===== config.mk =====
export PLATFORM = sky130hd
export DESIGN_NAME = ldc_lane_drive_config_regs
export DESIGN_NICKNAME = d
export VERILOG_FILES = /design/src/rtl/ldc_pkg.sv /design/src/rtl/ldc_lane_drive_config_regs.sv
export SDC_FILE = /design/constraint.sdc
export NUM_CORES = 1
export LEC_CHECK = 0
export BUFFER_PORTS_ARGS = -buffer_cell sky130_fd_sc_hd__buf_2
export CAP_MARGIN = 15
export CORE_MARGIN = 4
export CORE_UTILIZATION = 34
export DETAILED_ROUTE_END_ITERATION = 7
export PLACE_DENSITY = 0.55
export SETUP_SLACK_MARGIN = 0.15
export SLEW_MARGIN = 20
export SYNTH_ARGS = -nofsm -noshare
export SYNTH_HDL_FRONTEND = slang
export SYNTH_SLANG_ARGS = --single-unit

===== constraint.sdc =====
create_clock -name clk_sys -period 2.4 [get_ports clk_sys]
set_input_delay 0.24 -clock clk_sys [delete_from_list [all_inputs] [get_ports clk_sys]]
set_output_delay 0.24 -clock clk_sys [all_outputs]
set_load 0.02 [all_outputs]

===== src/rtl/ldc_pkg.sv =====
// Constants and decode tables for the lane drive configuration register bank.
// Functional notes
// - Clock emphasis bits 6:4, used only in fixed-rate mode.
// - Emphasis codes decode to dB; code 3 reserved.
// - Lane 1 emphasis bits 6:4, reset zero.
// - Clock boost bits 3:0, used only in fixed-rate mode.
// - Lane 0 boost rises monotonically from 0 to F.
// - Lane 1 boost: 0 minimum, F maximum.
// - Lane 0 swing decoded by limited or linear mode.
// - Lane 1 swing resets to 3: 1000/1200 mV.
// - Clock swing code 3 gives 800/1200 mV.
// - Boost registers reset 00h, upper nibble reserved.
// - Global select: 0 limited, 1 linear swing.
package ldc_pkg;
   localparam int           NUM_LANES         = 3;
   localparam int           LANE_CLOCK        = 0;
   localparam int           LANE_DATA0        = 1;
   localparam int           LANE_DATA1        = 2;
   localparam logic [7:0]   OFS_CLOCK_DRIVE   = 8'h12;
   localparam logic [7:0]   OFS_CLOCK_EQ      = 8'h13;
   localparam logic [7:0]   OFS_LANE0_DRIVE   = 8'h14;
   localparam logic [7:0]   OFS_LANE0_EQ      = 8'h15;
   localparam logic [7:0]   OFS_LANE1_DRIVE   = 8'h16;
   localparam logic [7:0]   OFS_LANE1_EQ      = 8'h17;
   localparam int           EMPH_MSB          = 6;
   localparam int           EMPH_LSB          = 4;
   localparam int           SWING_MSB         = 2;
   localparam int           SWING_LSB         = 0;
   localparam int           BOOST_MSB         = 3;
   localparam int           BOOST_LSB         = 0;
   localparam logic [2:0]   RST_EMPHASIS      = 3'h0;
   localparam logic [2:0]   RST_SWING         = 3'h3;
   localparam logic [3:0]   RST_BOOST         = 4'h0;
   localparam logic [2:0]   EMPH_RESERVED     = 3'h3;
   localparam logic [2:0]   SWING_LIN_MAXCODE = 3'h3;
   localparam logic [2:0]   SWING_NOMINAL     = 3'h3;
   localparam logic [11:0]  MV_CLOCK_LIMITED3 = 12'h320;
   // Emphasis in tenths of a dB, signed, indexed by code.
   localparam logic signed [7:0] EMPH_DB [8] =
      '{8'sh00, 8'sh23, 8'sh3c, 8'sh00, -8'sh0f, -8'sh19, -8'sh23, -8'sh30};
   // Limited-mode swing around a 1000 mV nominal: -15% to +20% in 5% steps.
   localparam logic [11:0] MV_LIMITED [8] =
      '{12'h352, 12'h384, 12'h3b6, 12'h3e8, 12'h41a, 12'h44c, 12'h47e, 12'h4b0};
   // Linear-mode swing for codes 0 to 3; higher codes are reserved.
   localparam logic [11:0] MV_LINEAR [4] = '{12'h320, 12'h384, 12'h3e8, 12'h4b0};
endpackage : ldc_pkg


===== src/rtl/ldc_lane_drive_config_regs.sv =====
// Register bank and analog-setting decode for the clock lane and data lanes 0 and 1.
`timescale 1ns/1ps
module ldc_lane_drive_config_regs (
   input  wire logic                clk_sys,
   input  wire logic                rst_n,
   input  wire logic [7:0]          regAddr,
   input  wire logic                regWrEn,
   input  wire logic [7:0]          regWrData,
   input  wire logic                regRdEn,
   output logic      [7:0]          regRdData,
   output logic                     regRdValid,
   input  wire logic                linearRedriverSelect,
   input  wire logic                fixedRateLinkMode,
   output logic signed [2:0][7:0]   laneEmphasisTenthDb,
   output logic      [2:0]          laneEmphasisReserved,
   output logic      [2:0][11:0]    laneSwingMv,
   output logic      [2:0]          laneSwingReserved,
   output logic      [2:0][3:0]     laneBoost
);

   // Stored codes, one entry per lane, unpacked so that each lane's process owns its own entry.
   logic [2:0] emphasis_q [ldc_pkg::NUM_LANES];
   logic [2:0] swing_q    [ldc_pkg::NUM_LANES];
   logic [3:0] boost_q    [ldc_pkg::NUM_LANES];

   genvar gl;
   generate
      for (gl = 0; gl < ldc_pkg::NUM_LANES; gl++) begin : g_lane
         localparam logic [7:0] DRIVE_OFS = ldc_pkg::OFS_CLOCK_DRIVE + 8'(2 * gl);
         localparam logic [7:0] EQ_OFS    = ldc_pkg::OFS_CLOCK_EQ + 8'(2 * gl);
         logic        honoured;
         logic [11:0] swingMv_d;
         logic        swingRsv_d;
         logic [7:0]  emphTenthDb_q;
         logic        emphRsv_q;
         logic [11:0] swingMv_q;
         logic        swingRsv_q;
         logic [3:0]  boostApplied_q;

         // Only the coded fields are stored, so reserved bits can never hold a one.
         always_ff @(posedge clk_sys or negedge rst_n) begin
            if (!rst_n) begin
               emphasis_q[gl] <= ldc_pkg::RST_EMPHASIS;
               swing_q[gl]    <= ldc_pkg::RST_SWING;
            end else if (regWrEn && regAddr == DRIVE_OFS) begin
               emphasis_q[gl] <= regWrData[ldc_pkg::EMPH_MSB:ldc_pkg::EMPH_LSB];
               swing_q[gl]    <= regWrData[ldc_pkg::SWING_MSB:ldc_pkg::SWING_LSB];
            end
         end

         // Boost register: upper nibble is not stored and resets to zero.
         always_ff @(posedge clk_sys or negedge rst_n) begin
            if (!rst_n) begin
               boost_q[gl] <= ldc_pkg::RST_BOOST;
            end else if (regWrEn && regAddr == EQ_OFS) begin
               boost_q[gl] <= regWrData[ldc_pkg::BOOST_MSB:ldc_pkg::BOOST_LSB];
            end
         end

         // The clock lane ignores emphasis and boost outside the fixed-rate generation.
         assign honoured = (gl != ldc_pkg::LANE_CLOCK) || fixedRateLinkMode;

         // Swing depends on the global redriver select; the clock lane differs at code 3 in limited mode.
         always_comb begin
            swingRsv_d = 1'b0;
            if (linearRedriverSelect) begin
               if (swing_q[gl] > ldc_pkg::SWING_LIN_MAXCODE) begin
                  swingMv_d  = 12'h000;
                  swingRsv_d = 1'b1;
               end else begin
                  swingMv_d = ldc_pkg::MV_LINEAR[swing_q[gl][1:0]];
               end
            end else if (gl == ldc_pkg::LANE_CLOCK && swing_q[gl] == ldc_pkg::SWING_NOMINAL) begin
               swingMv_d = ldc_pkg::MV_CLOCK_LIMITED3;
            end else begin
               swingMv_d = ldc_pkg::MV_LIMITED[swing_q[gl]];
            end
         end

         // Decoded settings are registered so the analog side sees glitch-free levels.
         always_ff @(posedge clk_sys or negedge rst_n) begin
            if (!rst_n) begin
               emphTenthDb_q  <= 8'h00;
               emphRsv_q      <= 1'b0;
               swingMv_q      <= 12'h000;
               swingRsv_q     <= 1'b0;
               boostApplied_q <= 4'h0;
            end else begin
               emphTenthDb_q  <= honoured ? ldc_pkg::EMPH_DB[emphasis_q[gl]] : 8'h00;
               emphRsv_q      <= honoured && emphasis_q[gl] == ldc_pkg::EMPH_RESERVED;
               swingMv_q      <= swingMv_d;
               swingRsv_q     <= swingRsv_d;
               boostApplied_q <= honoured ? boost_q[gl] : 4'h0;
            end
         end

         // Each lane drives only its own slice of the packed outputs, straight from the flops.
         assign laneEmphasisTenthDb[gl]  = emphTenthDb_q;
         assign laneEmphasisReserved[gl] = emphRsv_q;
         assign laneSwingMv[gl]          = swingMv_q;
         assign laneSwingReserved[gl]    = swingRsv_q;
         assign laneBoost[gl]            = boostApplied_q;
      end
   endgenerate

   // Read port: unmapped offsets return zero, reserved bits always read zero.
   always_ff @(posedge clk_sys or negedge rst_n) begin
      if (!rst_n) begin
         regRdData  <= 8'h00;
         regRdValid <= 1'b0;
      end else begin
         regRdValid <= regRdEn;
         if (regRdEn) begin
            case (regAddr)
               ldc_pkg::OFS_CLOCK_DRIVE: regRdData <= {1'b0, emphasis_q[0], 1'b0, swing_q[0]};
               ldc_pkg::OFS_CLOCK_EQ:    regRdData <= {4'h0, boost_q[0]};
               ldc_pkg::OFS_LANE0_DRIVE: regRdData <= {1'b0, emphasis_q[1], 1'b0, swing_q[1]};
               ldc_pkg::OFS_LANE0_EQ:    regRdData <= {4'h0, boost_q[1]};
               ldc_pkg::OFS_LANE1_DRIVE: regRdData <= {1'b0, emphasis_q[2], 1'b0, swing_q[2]};
               ldc_pkg::OFS_LANE1_EQ:    regRdData <= {4'h0, boost_q[2]};
               default:                  regRdData <= 8'h00;
            endcase
         end
      end
   end
endmodule : ldc_lane_drive_config_regs


==> results of run 1 <==
[cells in the mapped netlist (3+ instances only)]
master | instances | share of area, %
nor3_1 | 4 | 0.43
ha_1 | 27 | 7.3
a222oi_1 | 3 | 0.64
o22ai_1 | 14 | 1.9
clkbuf_1 | 14 | 1.1
nand2_1 | 14 | 1.1
and2_1 | 14 | 1.9
mux2i_1 | 5 | 1.1
mux2_4 | 4 | 1.3
dfrtp_1 | 98 | 53
inv_1 | 29 | 2.3
dfstp_2 | 6 | 3.4
nor2b_1 | 4 | 0.54
mux2_2 | 39 | 9.4
o32ai_1 | 3 | 0.56
a22oi_1 | 4 | 0.64
nor2_1 | 8 | 0.64
o21ai_0 | 17 | 1.8
nand2b_1 | 10 | 1.3
a21oi_1 | 9 | 0.97
buf_4 | 19 | 3.1
[critical path: stages, from the launching register on]
cell	delay, ns
dfstp_2	0.64
ha_1	0.31
and3b_1	0.25
or2_2	0.31
and2_1	0.16
[worst min-delay path by stage]
stage             from                         end  slack (ns)  cells past startpoint
2_1_floorplan    rst_n                  boost_q[0]       -0.06                      0
3_3_place_gp     rst_n  g_lane[1].emphTenthDb_q[1]        0.31                      1
3_5_place_dp     rst_n  g_lane[1].emphTenthDb_q[4]        0.33                      1
4_1_cts        regRdEn                  regRdValid        0.10                      1
5_1_grt        regRdEn                  regRdValid        0.11                      1
6_report       regRdEn                  regRdValid        0.12                      1
[metrics by stage]
step	hold slack (ns)	utilization, %
finish	0.116	41.6
global route	0.108	41.6
CTS	0.103	41.6
detailed placement	0.327	39.2
global placement	0.312	39.2
floorplan	-0.0556	-
[layout make-up]
cell class,instances,area share [%]
inverters,29,1.96
well taps,176,3.97
repair buffers,105,10.0
clock buffers,10,4.13
clock inverters,6,1.33
flip-flops and latches,104,47.1
multi-input cells,214,31.5
[state kept, by name, summed over array words and instances, names as in the netlist]
register	cells
regRdData	7
swing_q	9
emphasis_q	9
boost_q	12
regRdValid	1
g_lane.emphRsv_q	3
g_lane.emphTenthDb_q	21
g_lane.swingMv_q	27
g_lane.swingRsv_q	3
g_lane.boostApplied_q	12
[cell families after synthesis]
| logic type | Yosys count |
|---|---|
| and+or+nand+nor | 72 |
| adders and majority gates | 27 |
| xor gates and xnor gates | 3 |
| muxes | 48 |
| buffers and inverters | 65 |
| DFF | 104 |
| other | 1 |
| AOI/OAI and AO/OA | 57 |
[where the power goes]
part,internal [µW],switching (µW),total [µW],leakage [µW]
clock network,824,643,1470,0.000148
registers,1840,58.3,1900,0.00137
logic,153,269,422,0.00132
total,2820,971,3790,0.00284
[repair_timing]
action                     in CTS  in global routing
hold buffers                    1                  0
buffers inserted                0                  0
hold endpoints to repair       49                  0
setup endpoints to repair       0                  0
[routing by layer]
layer	vias up	wire, µm	track usage (%)
li1	1441	-	-
met1	1397	4350	17.2
met2	72	4380	19.2
met3	10	489	2.39
met4	0	166	5.36
met5	-	0	0
==> run metrics, run 1 <==
Post-Layout Inst Area=5550 µm²; first-pass GRT wire length=15700 µm; Syn Std Cell Area=4660 µm²; Critical Path Start Type=register; top_reg_cell synth=dfrtp_1; max-slew violation count=0; Syn Area/Cell=12.4 µm²; CTS Sinks=104; gr usage total=12.5%; WL/cell=14.6 µm; pin count of the biggest net entering global routing=54; post-place setup slack=0.410 ns; multi-input logic area=1750 µm²; Fin Setup TNS=0 ns; Yosys cell types=44; Final period util=74.0%; sequential share of the synthesized area=56.0%; Placement Rows=42; share of layout cells above drive strength 1=37.2%; CTS tree=built; Core Region=13300 µm²; initial antenna violation count=0; Worst EP required=2.63 ns; initial drt markers=150; reg-to-reg startpoint=swing_q[6]; Final ANT Viol Nets=0; drt drc=0; Max Fanout on Critical Path=10; aggregate global routing overflow=0; Setup CP Type=reg -> reg; clk_skew=0.00751 ns; IO Port Bufs=100; Routed WL=9390 µm; Clk Tree Root Cell=clkbuf_16; critical path endpoint=g_lane[0].swingRsv_q; critical path endpoint category=register; Peak supply drop=0.287 mV; non-filler cells, final=644; Yosys reg bits=104; crit path time final=1.78 ns; Final Setup Violations=0; Final Hold Vio Count=0; number of vias per cell=4.53; filler cell count=1304; Max Fclk=563 MHz; maxcap violations=0; number of H-tree levels=3; most frequent cells in the layout=99 x buf_2, 98 x dfrtp_1, 39 x mux2_2, 29 x inv_1, 27 x ha_1; Critical Path Source=swing_q[6]; Routability Congestion=0.755; Compound-Gate Fraction of Synth Area=7.73%; RR Endpoint=g_lane[0].swingRsv_q; PnR worst setup slack=0.623 ns; register area=2610 µm²; P_leak=0.00284 µW; FF-to-FF path depth=4; Critical Path AT=2.01 ns; DR pass1 iterations=4; Pwr Density=683 nW/µm²; placed cell area=5230 µm²; Reg clk slew, reported paths=0.07 ns; die area=15600 µm²; relative slew slack=54.6%; Longest Clk Path Bufs=2; most common cell after layout, fill and taps aside=buf_2; Synth Instances=377; Area Overhead vs Synth=19.0%; post-CTS sizing=0; Num CTS Buffers=9; RSZ-0062 raised after global routing=no; largest family of logic cells by synthesized area=multiplexers; Synth Area in Adders=7.25%; Pwr Total=3790 µW; width of the die=125 µm; status=complete, no violations; hpwl dp=6930 µm; DP Cell Count=627; Ant. Diodes=0; XOR/XNOR Fraction of Synth Area=0.564%; Reg2Reg Setup Slack=0.62 ns; fraction of registers with async set/reset=100%; Die H=125 µm; Ports=109; vias in the first global route=2933; simple-gate share of the synthesized area=9.64%; worst min path class=in -> reg; Yosys Warn Count=0; worst skew pair latency=0.34 ns; via count=2920; mux cell area share after synthesis=11.8%; Worst Tran Pin Value=0.681 ns; Post-layout nets=512; Starting Density=34.9%; EDFF count, synth=0
(Power assumes the default switching activity.)
==> run 2, diff against run 1 <==
- PLACE_DENSITY: 0.55 -> 0.57
- clock period: 2.4 -> 1.4 ns (I/O delays scaled with it)
==> run 2 against run 1 <==
Effect of this change:
- the run now ends with negative setup slack left
- sequential power rose by 71%
- critical path depth did not move
- register-to-register slack got worse by 0.64 ns
- clock skew rose by 0.00055 ns
- sequential cell count did not move
- critical path type unchanged
==> run metrics, run 2 (same netlist as run 1, synthesis figures left out) <==
status=finished, violations left; failing checks=negative setup slack; Clk Tree Root Cell=clkbuf_16; Max Fanout on Critical Path=4 (-6); Post-Layout Inst Area=6330 µm² (+14%); initial antenna violation count=0 (unchanged); Pwr Total=6690 µW (+77%); Area Overhead vs Synth=35.8%; reg-to-reg startpoint=swing_q[7]; WL/cell=14.8 µm (+1.4%); multi-input logic area=2100 µm² (+20%); Critical Path Source=swing_q[7]; drt drc=0 (unchanged); width of the die=125 µm (unchanged); max-slew violation count=0 (unchanged); hpwl dp=7500 µm (+8.2%); max reg flops=27 (unchanged); via count=3103 (+6.3%); Critical Path Start Type=register; Die H=125 µm (unchanged); die area=15600 µm² (unchanged); most common cell after layout, fill and taps aside=buf_2; Fin Setup TNS=-0.0379 ns (-0.0379 ns); first-pass GRT wire length=16300 µm (+3.5%); Max Fclk=707 MHz (+26%); sw frac=25.6% (-0.047 points); Top reg by flops=g_lane.swingMv_q; P_leak=0.00318 µW (+12%); pin count of the biggest net entering global routing=33 (-39%); Critical Path AT=1.65 ns (-0.36 ns); sequential power share=48.4% (-1.8 points); post-place setup slack=-0.384 ns (-0.794 ns); CTS Sinks=104 (unchanged); Placement Rows=42 (unchanged); Final Setup Violations=5 (+5); initial drt markers=119 (-21%); share of layout cells above drive strength 1=51.0% (+14 points); Clk pwr share=37.6% (-1.1 points); Largest regs=g_lane.swingMv_q x27, g_lane.emphTenthDb_q x21; Worst Hold Launch=regWrData[6]; Peak supply drop=0.553 mV (+93%); worst min path class=in -> reg; Hold Crit Depth=2 (+1); Num CTS Buffers=9 (unchanged); number of vias per cell=4.50 (-0.82%); most frequent cells in the layout=97 x buf_2, 95 x dfrtp_1, 38 x buf_4, 24 x mux2_4, 20 x inv_1; gr usage total=12.9% (+0.42 points); Logic pwr share=14.0% (+2.9 points); RSZ-0062 raised after global routing=yes; Ant. Diodes=0 (unchanged); Post-layout nets=558 (+9.0%); Reg clk slew, reported paths=0.07 ns (about the same); Setup CP Type=reg -> reg; Routed WL=10200 µm (+8.6%); FF-to-FF path depth=4 (unchanged); maxcap violations=0 (unchanged); number of H-tree levels=3 (unchanged); clk_skew=0.00807 ns (+0.000554 ns); Pwr Density=1060 nW/µm² (+55%); Final ANT Viol Nets=0 (unchanged); DR pass1 iterations=4 (unchanged); filler cell count=1213 (-7.0%); CTS tree=built; worst skew pair latency=0.34 ns (about the same); Critical Path, Cell by Cell=ha_4 -> and3b_2 -> or2_4 -> and2_4; aggregate global routing overflow=0 (unchanged); Ports=109 (unchanged); crit path time final=1.41 ns (-0.362 ns); Longest Clk Path Bufs=2 (unchanged); Final Hold Vio Count=0 (unchanged); IO Port Bufs=100 (unchanged); critical path endpoint category=register; PnR worst setup slack=-0.0150 ns (-0.638 ns); placed cell area=5630 µm² (+7.6%); Worst EP required=1.64 ns (-0.99 ns); vias in the first global route=3179 (+8.4%); register area=2610 µm² (+0.14%); NetSw=1710 µW (+76%); Routability Congestion=0.797 (+5.5%); Core Region=13300 µm² (unchanged); Power Internal=4980 µW (+77%); CP max-delay cell=dfstp_2; slowest stage delay, CP=0.57 ns (-0.07 ns); Starting Density=34.9% (unchanged); Final period util=101% (+27 points)
[run 2: changes by cell type in the layout (fill, tap and decap cells not counted), sizes merged]
cell and delta:
buf +45, clkbuf +1, clkinv +1, clkinvlp +2
dlygate4sd3 +1, inv -4
[run 2: critical path: cells and delay by family (launching register included)]
kind / cells / cell delay, ns
simple gates: 3 / 0.61
fa+ha+maj: 1 / 0.13
flops: 1 / 0.57
[run 2: cell type report]
class,instances,area share [%]
multi-input combinational,214,33.1
inverter,29,1.94
timing repair buffer,151,15.4
clock inverter,5,0.890
sequential,104,41.3
tap,176,3.48
clock buffer,11,3.84
[run 2: power groups by stage]
stage	clock network [µW]	registers, µW	logic (µW)
after CTS	2580	3240	901
after global routing	2700	3260	1020
after floorplan	0	3430	381
after detailed placement	0	3290	858
after global placement	0	3290	847
final	2520	3240	940
[run 2: per-layer routing]
metal | vias to the layer above | routed length (µm) | part of all wire (%) | global-route usage (%)
met4 | 0 | 268 | 2.6 | 6.25
met1 | 1488 | 4660 | 46 | 16.5
li1 | 1536 | - | - | -
met2 | 61 | 4920 | 48 | 21.0
met5 | - | 0 | 0 | 0
met3 | 18 | 358 | 3.5 | 2.43
[run 2: repair_timing]
item | CTS | global route
endpoints found under the setup margin | 47 | 55
pin swaps | 13 | 15
resized for setup | 32 | 42
hold buffers | 2 | 0
endpoints found under the hold margin | 24 | 0
setup buffers | 6 | 4
[run 2: through the flow]
step	hold WS, ns	std cells	util, %
3_5_place_dp	0.0825	662	42.2
5_1_grt	0.0689	690	47.4
2_1_floorplan	-0.156	383	-
3_3_place_gp	0.0787	662	42.2
4_1_cts	0.0614	686	45.7
6_report	0.0767	690	47.4
[run 2: worst paths after layout]
path / end / slack, ns
setup / recovery: g_lane[0].swingRsv_q / -0.01
hold / removal: emphasis_q[8] / 0.08
setup reg to reg: g_lane[0].swingRsv_q / -0.01
hold reg to reg: g_lane[1].boostApplied_q[2] / 0.39
max in group asynchronous: g_lane[1].swingMv_q[4] / 0.45
min in group asynchronous: g_lane[2].boostApplied_q[2] / 0.28
